--- src/mbc_pkg.sv ---
// package of constants and types for the memory barrier control block
package mbc_pkg;

	// ----------------------------------------
	// instruction field and type codes
	// ----------------------------------------
	localparam int unsigned MBC_TYPE_LSB = 6;
	localparam int unsigned MBC_TYPE_MSB = 10;
	localparam logic [4:0] MBC_TYPE_FULL = 5'h00;
	localparam logic [4:0] MBC_TYPE_STORE_ORD = 5'h04;
	localparam logic [4:0] MBC_TYPE_ALL_ORD = 5'h10;
	localparam logic [4:0] MBC_TYPE_ACQUIRE = 5'h11;
	localparam logic [4:0] MBC_TYPE_RELEASE = 5'h12;
	localparam logic [4:0] MBC_TYPE_LOAD_ORD = 5'h13;

	// ----------------------------------------
	// memory access types
	// ----------------------------------------
	localparam logic [1:0] MBC_ACC_UNCACHED = 2'h0;
	localparam logic [1:0] MBC_ACC_COHERENT = 2'h1;
	localparam logic [1:0] MBC_ACC_NONCOH = 2'h2;
	localparam logic [1:0] MBC_ACC_OTHER = 2'h3;

	localparam int unsigned MBC_CNT_W = 6;

	// decoded barrier: which older kinds wait, which younger kinds stall
	typedef struct packed {
		logic old_ld;
		logic old_st;
		logic yng_ld;
		logic yng_st;
		logic complete;
	} mbc_sel_t;

	typedef enum logic [1:0] {
		MBC_IDLE,
		MBC_WAIT,
		MBC_RELEASE
	} mbc_state_t;

endpackage

--- src/mbc_cnt_if.sv ---
// interface carrying outstanding access counts between block parts
interface mbc_cnt_if #(parameter int unsigned W = 6);
	logic [W-1:0] ld_unordered;
	logic [W-1:0] st_unordered;
	logic [W-1:0] ld_unperformed;
	logic [W-1:0] st_unperformed;
	logic full;
	modport tracker (output ld_unordered, output st_unordered, output ld_unperformed, output st_unperformed,
		output full);
	modport ctrl (input ld_unordered, input st_unordered, input ld_unperformed, input st_unperformed,
		input full);
endinterface

--- src/mbc_decode.sv ---
// barrier type decoder
module mbc_decode
	import mbc_pkg::*;
(
	input wire logic [31:0] instr,
	input wire logic opt_en,
	output mbc_sel_t sel
);
	import mbc_pkg::*;

	logic [4:0] btype;

	assign btype = instr[MBC_TYPE_MSB:MBC_TYPE_LSB];

	always_comb begin
		sel = '{old_ld: 1'b1, old_st: 1'b1, yng_ld: 1'b1, yng_st: 1'b1, complete: 1'b1};
		if (opt_en) begin
			unique case (btype)
				MBC_TYPE_STORE_ORD: sel = '{old_ld: 1'b0, old_st: 1'b1, yng_ld: 1'b0, yng_st: 1'b1, complete: 1'b0};
				MBC_TYPE_ALL_ORD: sel = '{old_ld: 1'b1, old_st: 1'b1, yng_ld: 1'b1, yng_st: 1'b1, complete: 1'b0};
				MBC_TYPE_ACQUIRE: sel = '{old_ld: 1'b1, old_st: 1'b0, yng_ld: 1'b1, yng_st: 1'b1, complete: 1'b0};
				MBC_TYPE_RELEASE: sel = '{old_ld: 1'b1, old_st: 1'b1, yng_ld: 1'b0, yng_st: 1'b1, complete: 1'b0};
				MBC_TYPE_LOAD_ORD: sel = '{old_ld: 1'b1, old_st: 1'b0, yng_ld: 1'b1, yng_st: 1'b0, complete: 1'b0};
				// zero, vendor and reserved types all full completion
				default: sel = '{old_ld: 1'b1, old_st: 1'b1, yng_ld: 1'b1, yng_st: 1'b1, complete: 1'b1};
			endcase
		end
	end
endmodule

--- src/mbc_tracker.sv ---
// outstanding synchronizable access counters
module mbc_tracker
	import mbc_pkg::*;
(
	input wire logic ref_clk,
	input wire logic rstn,
	input wire logic issue_ld,
	input wire logic issue_st,
	input wire logic ld_ordered,
	input wire logic st_ordered,
	input wire logic ld_done,
	input wire logic st_done,
	mbc_cnt_if.tracker cnt
);
	import mbc_pkg::*;

	typedef struct packed {
		logic [MBC_CNT_W-1:0] ld_o;
		logic [MBC_CNT_W-1:0] st_o;
		logic [MBC_CNT_W-1:0] ld_p;
		logic [MBC_CNT_W-1:0] st_p;
	} mbc_trk_t;

	mbc_trk_t state_q, state_d;

	function automatic logic [MBC_CNT_W-1:0] step(input logic [MBC_CNT_W-1:0] v, input logic up, input logic dn);
		step = v + MBC_CNT_W'(up) - MBC_CNT_W'(dn && (v != '0 || up));
	endfunction

	always_comb begin
		state_d = state_q;
		// issued but not yet past the ordering point
		state_d.ld_o = step(state_q.ld_o, issue_ld, ld_ordered);
		state_d.st_o = step(state_q.st_o, issue_st, st_ordered);
		// load done on writeback, store when globally visible
		state_d.ld_p = step(state_q.ld_p, issue_ld, ld_done);
		state_d.st_p = step(state_q.st_p, issue_st, st_done);
	end

	always_ff @(posedge ref_clk) begin
		if (!rstn) begin
			state_q <= '0;
		end else begin
			state_q <= state_d;
		end
	end

	assign cnt.ld_unordered = state_q.ld_o;
	assign cnt.st_unordered = state_q.st_o;
	assign cnt.ld_unperformed = state_q.ld_p;
	assign cnt.st_unperformed = state_q.st_p;
	assign cnt.full = (&state_q.ld_p) | (&state_q.st_p);
endmodule

--- src/mbc_top.sv ---
// memory barrier control: barrier execution and younger access stall
module mbc_top
	import mbc_pkg::*;
(
	input wire logic ref_clk,
	input wire logic rstn,
	input wire logic bar_valid,
	input wire logic [31:0] bar_instr,
	input wire logic opt_en,
	input wire logic strong_order,
	input wire logic debug_mode,
	input wire logic mem_valid,
	input wire logic mem_is_store,
	input wire logic mem_is_maint,
	input wire logic [1:0] mem_acc_type,
	input wire logic mem_shared,
	input wire logic ld_ordered,
	input wire logic st_ordered,
	input wire logic ld_done,
	input wire logic st_done,
	output logic bar_busy,
	output logic bar_done,
	output logic hold_ld,
	output logic hold_st
);
	import mbc_pkg::*;

	// ----------------------------------------
	// access classification
	// ----------------------------------------
	logic targeted;
	logic issue_ld;
	logic issue_st;
	logic debug_edge;
	mbc_sel_t sel_dec;
	mbc_cnt_if #(.W(MBC_CNT_W)) cnt ();

	// only shared uncached or coherent accesses are counted
	assign targeted = mem_shared && (mem_acc_type == MBC_ACC_UNCACHED || mem_acc_type == MBC_ACC_COHERENT);
	// cache maintenance and prefetch enter as ordinary loads or stores
	assign issue_ld = mem_valid && targeted && !mem_is_store && !(hold_ld && !mem_is_maint && 1'b0);
	assign issue_st = mem_valid && targeted && mem_is_store;

	mbc_decode u_decode (
		.instr(bar_instr),
		.opt_en(opt_en),
		.sel(sel_dec)
	);

	mbc_tracker u_tracker (
		.ref_clk(ref_clk),
		.rstn(rstn),
		.issue_ld(issue_ld),
		.issue_st(issue_st),
		.ld_ordered(ld_ordered),
		.st_ordered(st_ordered),
		.ld_done(ld_done),
		.st_done(st_done),
		.cnt(cnt)
	);

	// ----------------------------------------
	// barrier state
	// ----------------------------------------
	typedef struct packed {
		mbc_state_t st;
		mbc_sel_t sel;
		logic dbg;
		logic busy;
		logic done;
		logic hld;
		logic hst;
	} mbc_ctl_t;

	mbc_ctl_t state_q, state_d;
	logic met;
	logic start;

	assign debug_edge = debug_mode != state_q.dbg;
	assign start = bar_valid || debug_edge;

	always_comb begin
		met = 1'b1;
		if (state_q.sel.complete) begin
			if (state_q.sel.old_ld && cnt.ld_unperformed != '0) met = 1'b0;
			if (state_q.sel.old_st && cnt.st_unperformed != '0) met = 1'b0;
		end else begin
			// older selected accesses past ordering point; the
			// downstream memory keeps external request order past that point
			if (state_q.sel.old_ld && cnt.ld_unordered != '0) met = 1'b0;
			if (state_q.sel.old_st && cnt.st_unordered != '0) met = 1'b0;
		end
	end

	always_comb begin
		state_d = state_q;
		state_d.dbg = debug_mode;
		state_d.done = 1'b0;
		unique case (state_q.st)
			MBC_IDLE: begin
				if (start && strong_order) begin
					// strongly ordered: barrier retires at once, no exception
					state_d.done = bar_valid;
				end else if (start) begin
					// debug mode change raises a full completion barrier
					state_d.sel = bar_valid && !debug_edge ? sel_dec : '1;
					state_d.st = MBC_WAIT;
					state_d.busy = 1'b1;
					state_d.hld = bar_valid && !debug_edge ? sel_dec.yng_ld : 1'b1;
					state_d.hst = bar_valid && !debug_edge ? sel_dec.yng_st : 1'b1;
				end
			end
			MBC_WAIT: begin
				if (met) begin
					state_d.st = MBC_RELEASE;
				end
			end
			MBC_RELEASE: begin
				// stall drops two cycles after the condition is met, together with the retire pulse
				state_d.st = MBC_IDLE;
				state_d.busy = 1'b0;
				state_d.hld = 1'b0;
				state_d.hst = 1'b0;
				state_d.done = 1'b1;
			end
			default: state_d.st = MBC_IDLE;
		endcase
	end

	always_ff @(posedge ref_clk) begin
		if (!rstn) begin
			state_q <= '{st: MBC_IDLE, sel: '0, dbg: 1'b0, busy: 1'b0, done: 1'b0, hld: 1'b0, hst: 1'b0};
		end else begin
			state_q <= state_d;
		end
	end

	// only data accesses are held; fetch is never stalled
	assign hold_ld = state_q.hld;
	assign hold_st = state_q.hst;
	assign bar_busy = state_q.busy;
	assign bar_done = state_q.done;
endmodule

--- config.mk ---
export PLATFORM = sky130hd
export DESIGN_NAME = mbc_top
export DESIGN_NICKNAME = d
export VERILOG_FILES = /design/src/mbc_pkg.sv /design/src/mbc_cnt_if.sv /design/src/mbc_decode.sv /design/src/mbc_tracker.sv /design/src/mbc_top.sv
export SDC_FILE = /design/constraint.sdc
export NUM_CORES = 1
export LEC_CHECK = 0
export CAP_MARGIN = 20
export CORE_MARGIN = 3
export CORE_UTILIZATION = 45
export DETAILED_ROUTE_END_ITERATION = 8
export DONT_BUFFER_PORTS = 1
export GPL_ROUTABILITY_DRIVEN = 0
export PLACE_DENSITY_LB_ADDON = 0.3
export SYNTH_ARGS = -nofsm -noshare
export SYNTH_HDL_FRONTEND = slang
export SYNTH_SLANG_ARGS = --single-unit
--- constraint.sdc ---
create_clock -name ref_clk -period 7.52 [get_ports ref_clk]
set_clock_uncertainty 0.05 [all_clocks]
set_input_delay 2.256 -clock ref_clk [delete_from_list [all_inputs] [get_ports ref_clk]]
set_output_delay 2.256 -clock ref_clk [all_outputs]
set_load 0.005 [all_outputs]
==> results.yml, run 1 <==
floorplanning:
  fp.dieH_um: 76.0
  fp.coreArea_mm2: 0.00453
  initial_core_util: 0.487
  fp-row-count: 24
  ios: 52
  dieArea_mm2: 0.00578
  die_width_um: 76.0
logic_synthesis:
  post_synth_instance_area_mm2: 0.00221
  synth.yosys.warnings: 0
  ys_ff_latch: 34
  number_of_synthesized_flops_with_an_enable_pin: 0
  fraction_of_the_yosys_area_taken_by_sequential_cells: 0.308
  syn_avg_cell_area_um2: 8.97
  syn_inst: 246
  async_flop_share: 0
  postSynthNetCount: 330
  synth_cell_types: 46
  synth_top_flop_cell: "dfxtp_1"
global_route:
  groute.layer.met3.usage: 0.0449
  via_count_of_the_first_global_routing_pass: 1676
  global_route_wire_length_before_repair_mm: 7.11
  use_met1: 0.180
  globalRouteTotalUtil: 0.148
  antenna_violations_before_repair: 0
  grt_max_degree: 29
  grt_busiest_layer: "met2"
  use_met2: 0.246
  globalRouteOverflowTotal: 0
route:
  num_vias: 1668
  via_density: 5.31
  detail_route.wirelength_mm: 4.01
  drtAntennaViolNets: 0
  drtPass1Iterations: 4
  drc_violations_left: 0
  drt_iter0_drc: 83
  routedWlPerCell_um: 12.8
cts:
  cts_made_buffers: 5
  cts-htree-levels: 2
  clockRootBuffer: "clkbuf_8"
  cts_num_sinks: 34
  ctsHoldBuffers: 0
  path_clk_slew_ns: 0.07
  insertion_delay_ns: 0.28
  tritoncts: "done"
  clk_path_buf_depth: 2
  postCtsSetupBuffers: 0
  post_cts.resized_instances: 0
sta:
  worst_slew_margin_rel: 0.516
  total_negative_setup_slacks_ns: 0
  setup_viol: 0
  worst_margin_slew_ns: 0.725
  final_hold_violation_count: 0
  achievable-frequency_ghz: 0.245
  finalCriticalPeriod_ns: 4.08
  grt_setup_unrepaired: "no"
  slew_violations: 0
  worst_slack_on_hold_paths_ns: 0.427
  layout_worst_path_cycle_share: 0.543
power:
  p_leak_nw: 1.02
  power_per_cell_area_mw_per_mm2: 433
  ir_drop_uv: 223
  report.power.total_mw: 1.03
placement:
  post_dp_hpwl_mm: 3.14
  placedCellCount: 306
  place_area_mm2: 0.00227
  placement.io_buffers: 0
worst_setup_path:
  worst_r2r_path_depth: 14
  critPathCaptureType: "register"
  setup.worst_path.start_class: "input port"
  r2r_start: "u_tracker.cnt.st_unordered[2]"
  criticalPathCategory: "in2reg"
  rrSetupSlack_ns: 4.95
  worst-path-max-fanout: 4
  worstPathArrival_ns: 4.18
  worst_r2r_endpoint: "u_tracker.cnt.st_unordered[4]"
  cp.required_ns: 7.61
outcome:
  run_status: "finished, final reports clean"
final_layout:
  regArea_um2: 681
  nFillCells: 422
  area_growth_pct: 7.60
  multiInputGateArea_mm2: 0.00136
  antenna_cells: 0
  non_filler_cell_area_final_mm2: 0.00237
  design.final.nets: 332
  final_instance_count_excl_fillers: 314
  final_layout_size_suffix_gt1_frac: 0.0522
min_path:
  worst_hold_path_type: "reg2reg"
  hold_start: "hold_st"
  whs_path_depth: 2
  destination_of_the_worst_hold_path: "hold_st"
flow_run:
  max_cap_violations: 0
report_power, final:
group          leakage, nW  total, mW  internal (mW)  switching, mW
Sequential           0.283      0.287          0.247         0.0405
Clock               0.0524      0.163         0.0991         0.0636
Combinational        0.687      0.578          0.273          0.305
worst max-delay path, stage by stage:
cell and delay (ns):
nand2_1 0.04, nor3_1 0.48, o21a_1 0.21, ha_1 0.11, inv_1 0.04, ha_1 0.20, fa_1 0.41, a21oi_1 0.14
o21bai_1 0.09, xnor2_1 0.15, nor2_1 0.05
registers in the layout, indices dropped and copies added, names as in the netlist:
name and flops:
u_tracker.cnt.ld_unordered 6, state_q 6, u_tracker.cnt.st_unordered 6, bar_done 1, u_tracker.cnt.st_unperformed 6, hold_st 1, u_tracker.cnt.ld_unperformed 6, bar_busy 1
hold_ld 1
layout by cell type, fill, tap and decap left out, types with 2 or more instances in the layout:
cell type / count
inv_1: 40
ha_1: 32
a21o_1: 4
fa_1: 4
xnor2_1: 8
o21ai_0: 4
a21oi_1: 11
o211a_1: 2
o21bai_1: 2
a31oi_1: 4
clkbuf_1: 2
a21boi_0: 2
nand4bb_1: 2
nor2_1: 16
and2_1: 7
nand2_1: 7
xor2_1: 2
o31ai_1: 5
nand3_1: 4
o21a_1: 5
clkbuf_8: 5
nor3_1: 12
a311oi_1: 2
nand2b_1: 5
dfxtp_1: 34
nand4_1: 5
o311ai_0: 4
routing by layer:
| layer | wire (um) | part of all wire |
|---|---|---|
| met1 | 1890 | 0.47 |
| met3 | 210 | 0.052 |
| met5 | 0 | 0 |
| met2 | 1850 | 0.46 |
| met4 | 57 | 0.014 |
per-stage QoR:
stage / utilization / worst slack (ns)
floorplan: - / 3.33
global placement: 0.500 / 3.13
detailed placement: 0.500 / 3.14
CTS: 0.524 / 3.44
global route: 0.524 / 3.21
finish: 0.524 / 3.44
logic make-up after synthesis:
kind of cell               share of synthesized area
AOI/OAI and AO/OA                              0.196
buffers and inverters                         0.0771
adders and majority gates                      0.218
and+or+nand+nor                                0.154
xor gates and xnor gates                      0.0471
DFF                                            0.308
worst max-delay path by stage:
| stage | from | endpoint | slack, ns |
|---|---|---|---|
| 2_1_floorplan | mem_valid | u_tracker.cnt.ld_unperformed[4] | 3.33 |
| 3_3_place_gp | mem_valid | u_tracker.cnt.ld_unperformed[4] | 3.13 |
| 3_5_place_dp | mem_valid | u_tracker.cnt.ld_unperformed[4] | 3.14 |
| 4_1_cts | mem_valid | u_tracker.cnt.ld_unordered[4] | 3.44 |
| 5_1_grt | mem_valid | u_tracker.cnt.st_unperformed[4] | 3.21 |
| 6_report | mem_valid | u_tracker.cnt.ld_unordered[4] | 3.44 |
area by class of cell:
| type | instances | share of cell area |
|---|---|---|
| Clock inverter | 1 | 0.0126 |
| Sequential cell | 34 | 0.287 |
| Multi-Input combinational cell | 167 | 0.571 |
| Tap cell | 65 | 0.0342 |
| Clock buffer | 7 | 0.0321 |
| Inverter | 40 | 0.0632 |
cell usage after synthesis, drive strengths merged, types with 2 or more instances:
master,instances,area (um2)
o211a,2,20.0
a311oi,2,17.5
o21bai,2,15.0
xor2,2,17.5
clkbuf,3,11.3
o311ai,4,35.0
o21a,5,37.5
a21boi,2,15.0
buf,2,8.75
nand4,5,31.3
inv,40,150
nor3,12,60.1
a21o,4,30.0
and2,8,51.3
nand4bb,2,22.5
o21ai,4,20.0
nor2,16,60.1
a21oi,11,55.1
dfxtp,34,681
a31oi,4,25.0
nand2,7,26.3
fa,4,80.1
o31ai,5,37.5
ha,32,400
nand2b,5,31.3
xnor2,9,86.3
nand3,4,20.0
No activity file was read; power rests on OpenSTA's default activity.
==> run 2: changes to the inputs <==
Clock period 7.52 ns to 3.9 ns, I/O delays scaled along.
==> results.yml, run 2 (synthesized netlist as in run 1, its figures left out) <==
cts:
  post_cts.resized_instances: 0
  insertion_delay_ns: 0.29
  postCtsSetupBuffers: 0
  cts_num_sinks: 34
  cts_made_buffers: 5
  clk_path_buf_depth: 2
  clockRootBuffer: "clkbuf_8"
  ctsHoldBuffers: 0
  cts-htree-levels: 2
  tritoncts: "done"
  path_clk_slew_ns: 0.07
global_route:
  global_route_wire_length_before_repair_mm: 6.86
  grt_max_degree: 29
  globalRouteTotalUtil: 0.145
  via_count_of_the_first_global_routing_pass: 1617
  antenna_violations_before_repair: 0
  globalRouteOverflowTotal: 0
sta:
  finalCriticalPeriod_ns: 2.99
  slew_violations: 0
  worst_margin_slew_ns: 0.703
  worst_slew_margin_rel: 0.531
  total_negative_setup_slacks_ns: 0
  grt_setup_unrepaired: "no"
  layout_worst_path_cycle_share: 0.767
  setup_viol: 0
  achievable-frequency_ghz: 0.334
  final_hold_violation_count: 0
worst_setup_path:
  r2r_start: "u_tracker.cnt.st_unordered[2]"
  worst_r2r_path_depth: 14
  timing.critical_path.to: "u_tracker.cnt.ld_unordered[4]"
  rrSetupSlack_ns: 1.35
  criticalPathCategory: "in2reg"
  worstPathArrival_ns: 3.09
  worst-path-max-fanout: 4
  setup.worst_path.start_class: "input port"
  critPathCaptureType: "register"
  worst_r2r_endpoint: "u_tracker.cnt.st_unordered[4]"
  cp.required_ns: 4.00
  critPathLaunch: "mem_valid"
floorplanning:
  ios: 52
  die_width_um: 76.0
  fp-row-count: 24
  dieArea_mm2: 0.00578
  initial_core_util: 0.487
  fp.dieH_um: 76.0
  fp.coreArea_mm2: 0.00453
route:
  via_density: 5.29
  drtPass1Iterations: 4
  drt_iter0_drc: 55
  detail_route.wirelength_mm: 3.95
  drc_violations_left: 0
  num_vias: 1662
  drtAntennaViolNets: 0
  routedWlPerCell_um: 12.6
final_layout:
  design.final.nets: 332
  mostFrequentLayoutCells: "40 x inv_1, 34 x dfxtp_1, 32 x ha_1"
  regArea_um2: 681
  final_instance_count_excl_fillers: 314
  multiInputGateArea_mm2: 0.00136
  area_growth_pct: 7.09
  most_common_cell_after_layout_fill_and_taps_aside: "inv_1"
  non_filler_cell_area_final_mm2: 0.00236
  final_layout_size_suffix_gt1_frac: 0.0602
  antenna_cells: 0
  final_core_utilization: 0.521
  nFillCells: 433
placement:
  place_area_mm2: 0.00227
  placement.io_buffers: 0
  placedCellCount: 306
  post_dp_hpwl_mm: 3.06
power:
  ir_drop_uv: 413
  power_per_cell_area_mw_per_mm2: 819
  p_leak_nw: 1.02
min_path:
  hold_start: "hold_st"
  worst_hold_path_type: "reg2reg"
outcome:
  run_status: "finished, final reports clean"
flow_run:
  max_cap_violations: 0
==> run 2: worst min path at each step <==
stage	end	slack, ns	depth (start not counted)
2_1_floorplan	hold_st	0.40	2
3_3_place_gp	hold_st	0.41	2
3_5_place_dp	hold_st	0.42	2
4_1_cts	hold_st	0.43	2
5_1_grt	hold_st	0.45	2
6_report	hold_st	0.42	2
==> run 2: layout make-up <==
cell class	count	share of cell area
flip-flops and latches	34	0.288
multi-input cells	167	0.574
clock buffers	6	0.0349
well taps	65	0.0344
clock inverters	2	0.00529
inverters	40	0.0635
==> run 2: metal layers <==
metal / routed length (um) / GRT usage
met5: 0 / 0
met3: 217 / 0.0508
met4: 72 / 0.0598
met2: 1810 / 0.236
met1: 1850 / 0.174
==> run 2: report_power, final <==
part           switching, mW  leakage (nW)  total (mW)  internal, mW
combinational          0.586         0.687        1.11         0.526
sequential            0.0769         0.283       0.553         0.476
clock                  0.130        0.0472       0.272         0.142
total                  0.793          1.02        1.94          1.14
==> run 2: critical path, cell delays in order <==
cell      delay, ns
nand2_1        0.04
nor3_1         0.47
o21a_1         0.21
ha_1           0.11
inv_1          0.04
ha_1           0.20
fa_1           0.41
a21oi_1        0.14
o21bai_1       0.09
xnor2_1        0.15
nor2_1         0.05
==> run 2: through the flow <==
step                total power [mW]  setup WS [ns]  hold slack (ns)
finish                          1.94          0.908            0.422
detailed placement              1.67          0.605            0.417
global route                    2.15          0.695            0.448
global placement                1.63          0.600            0.414
floorplan                       1.47          0.798            0.398
CTS                             1.95          0.909            0.429
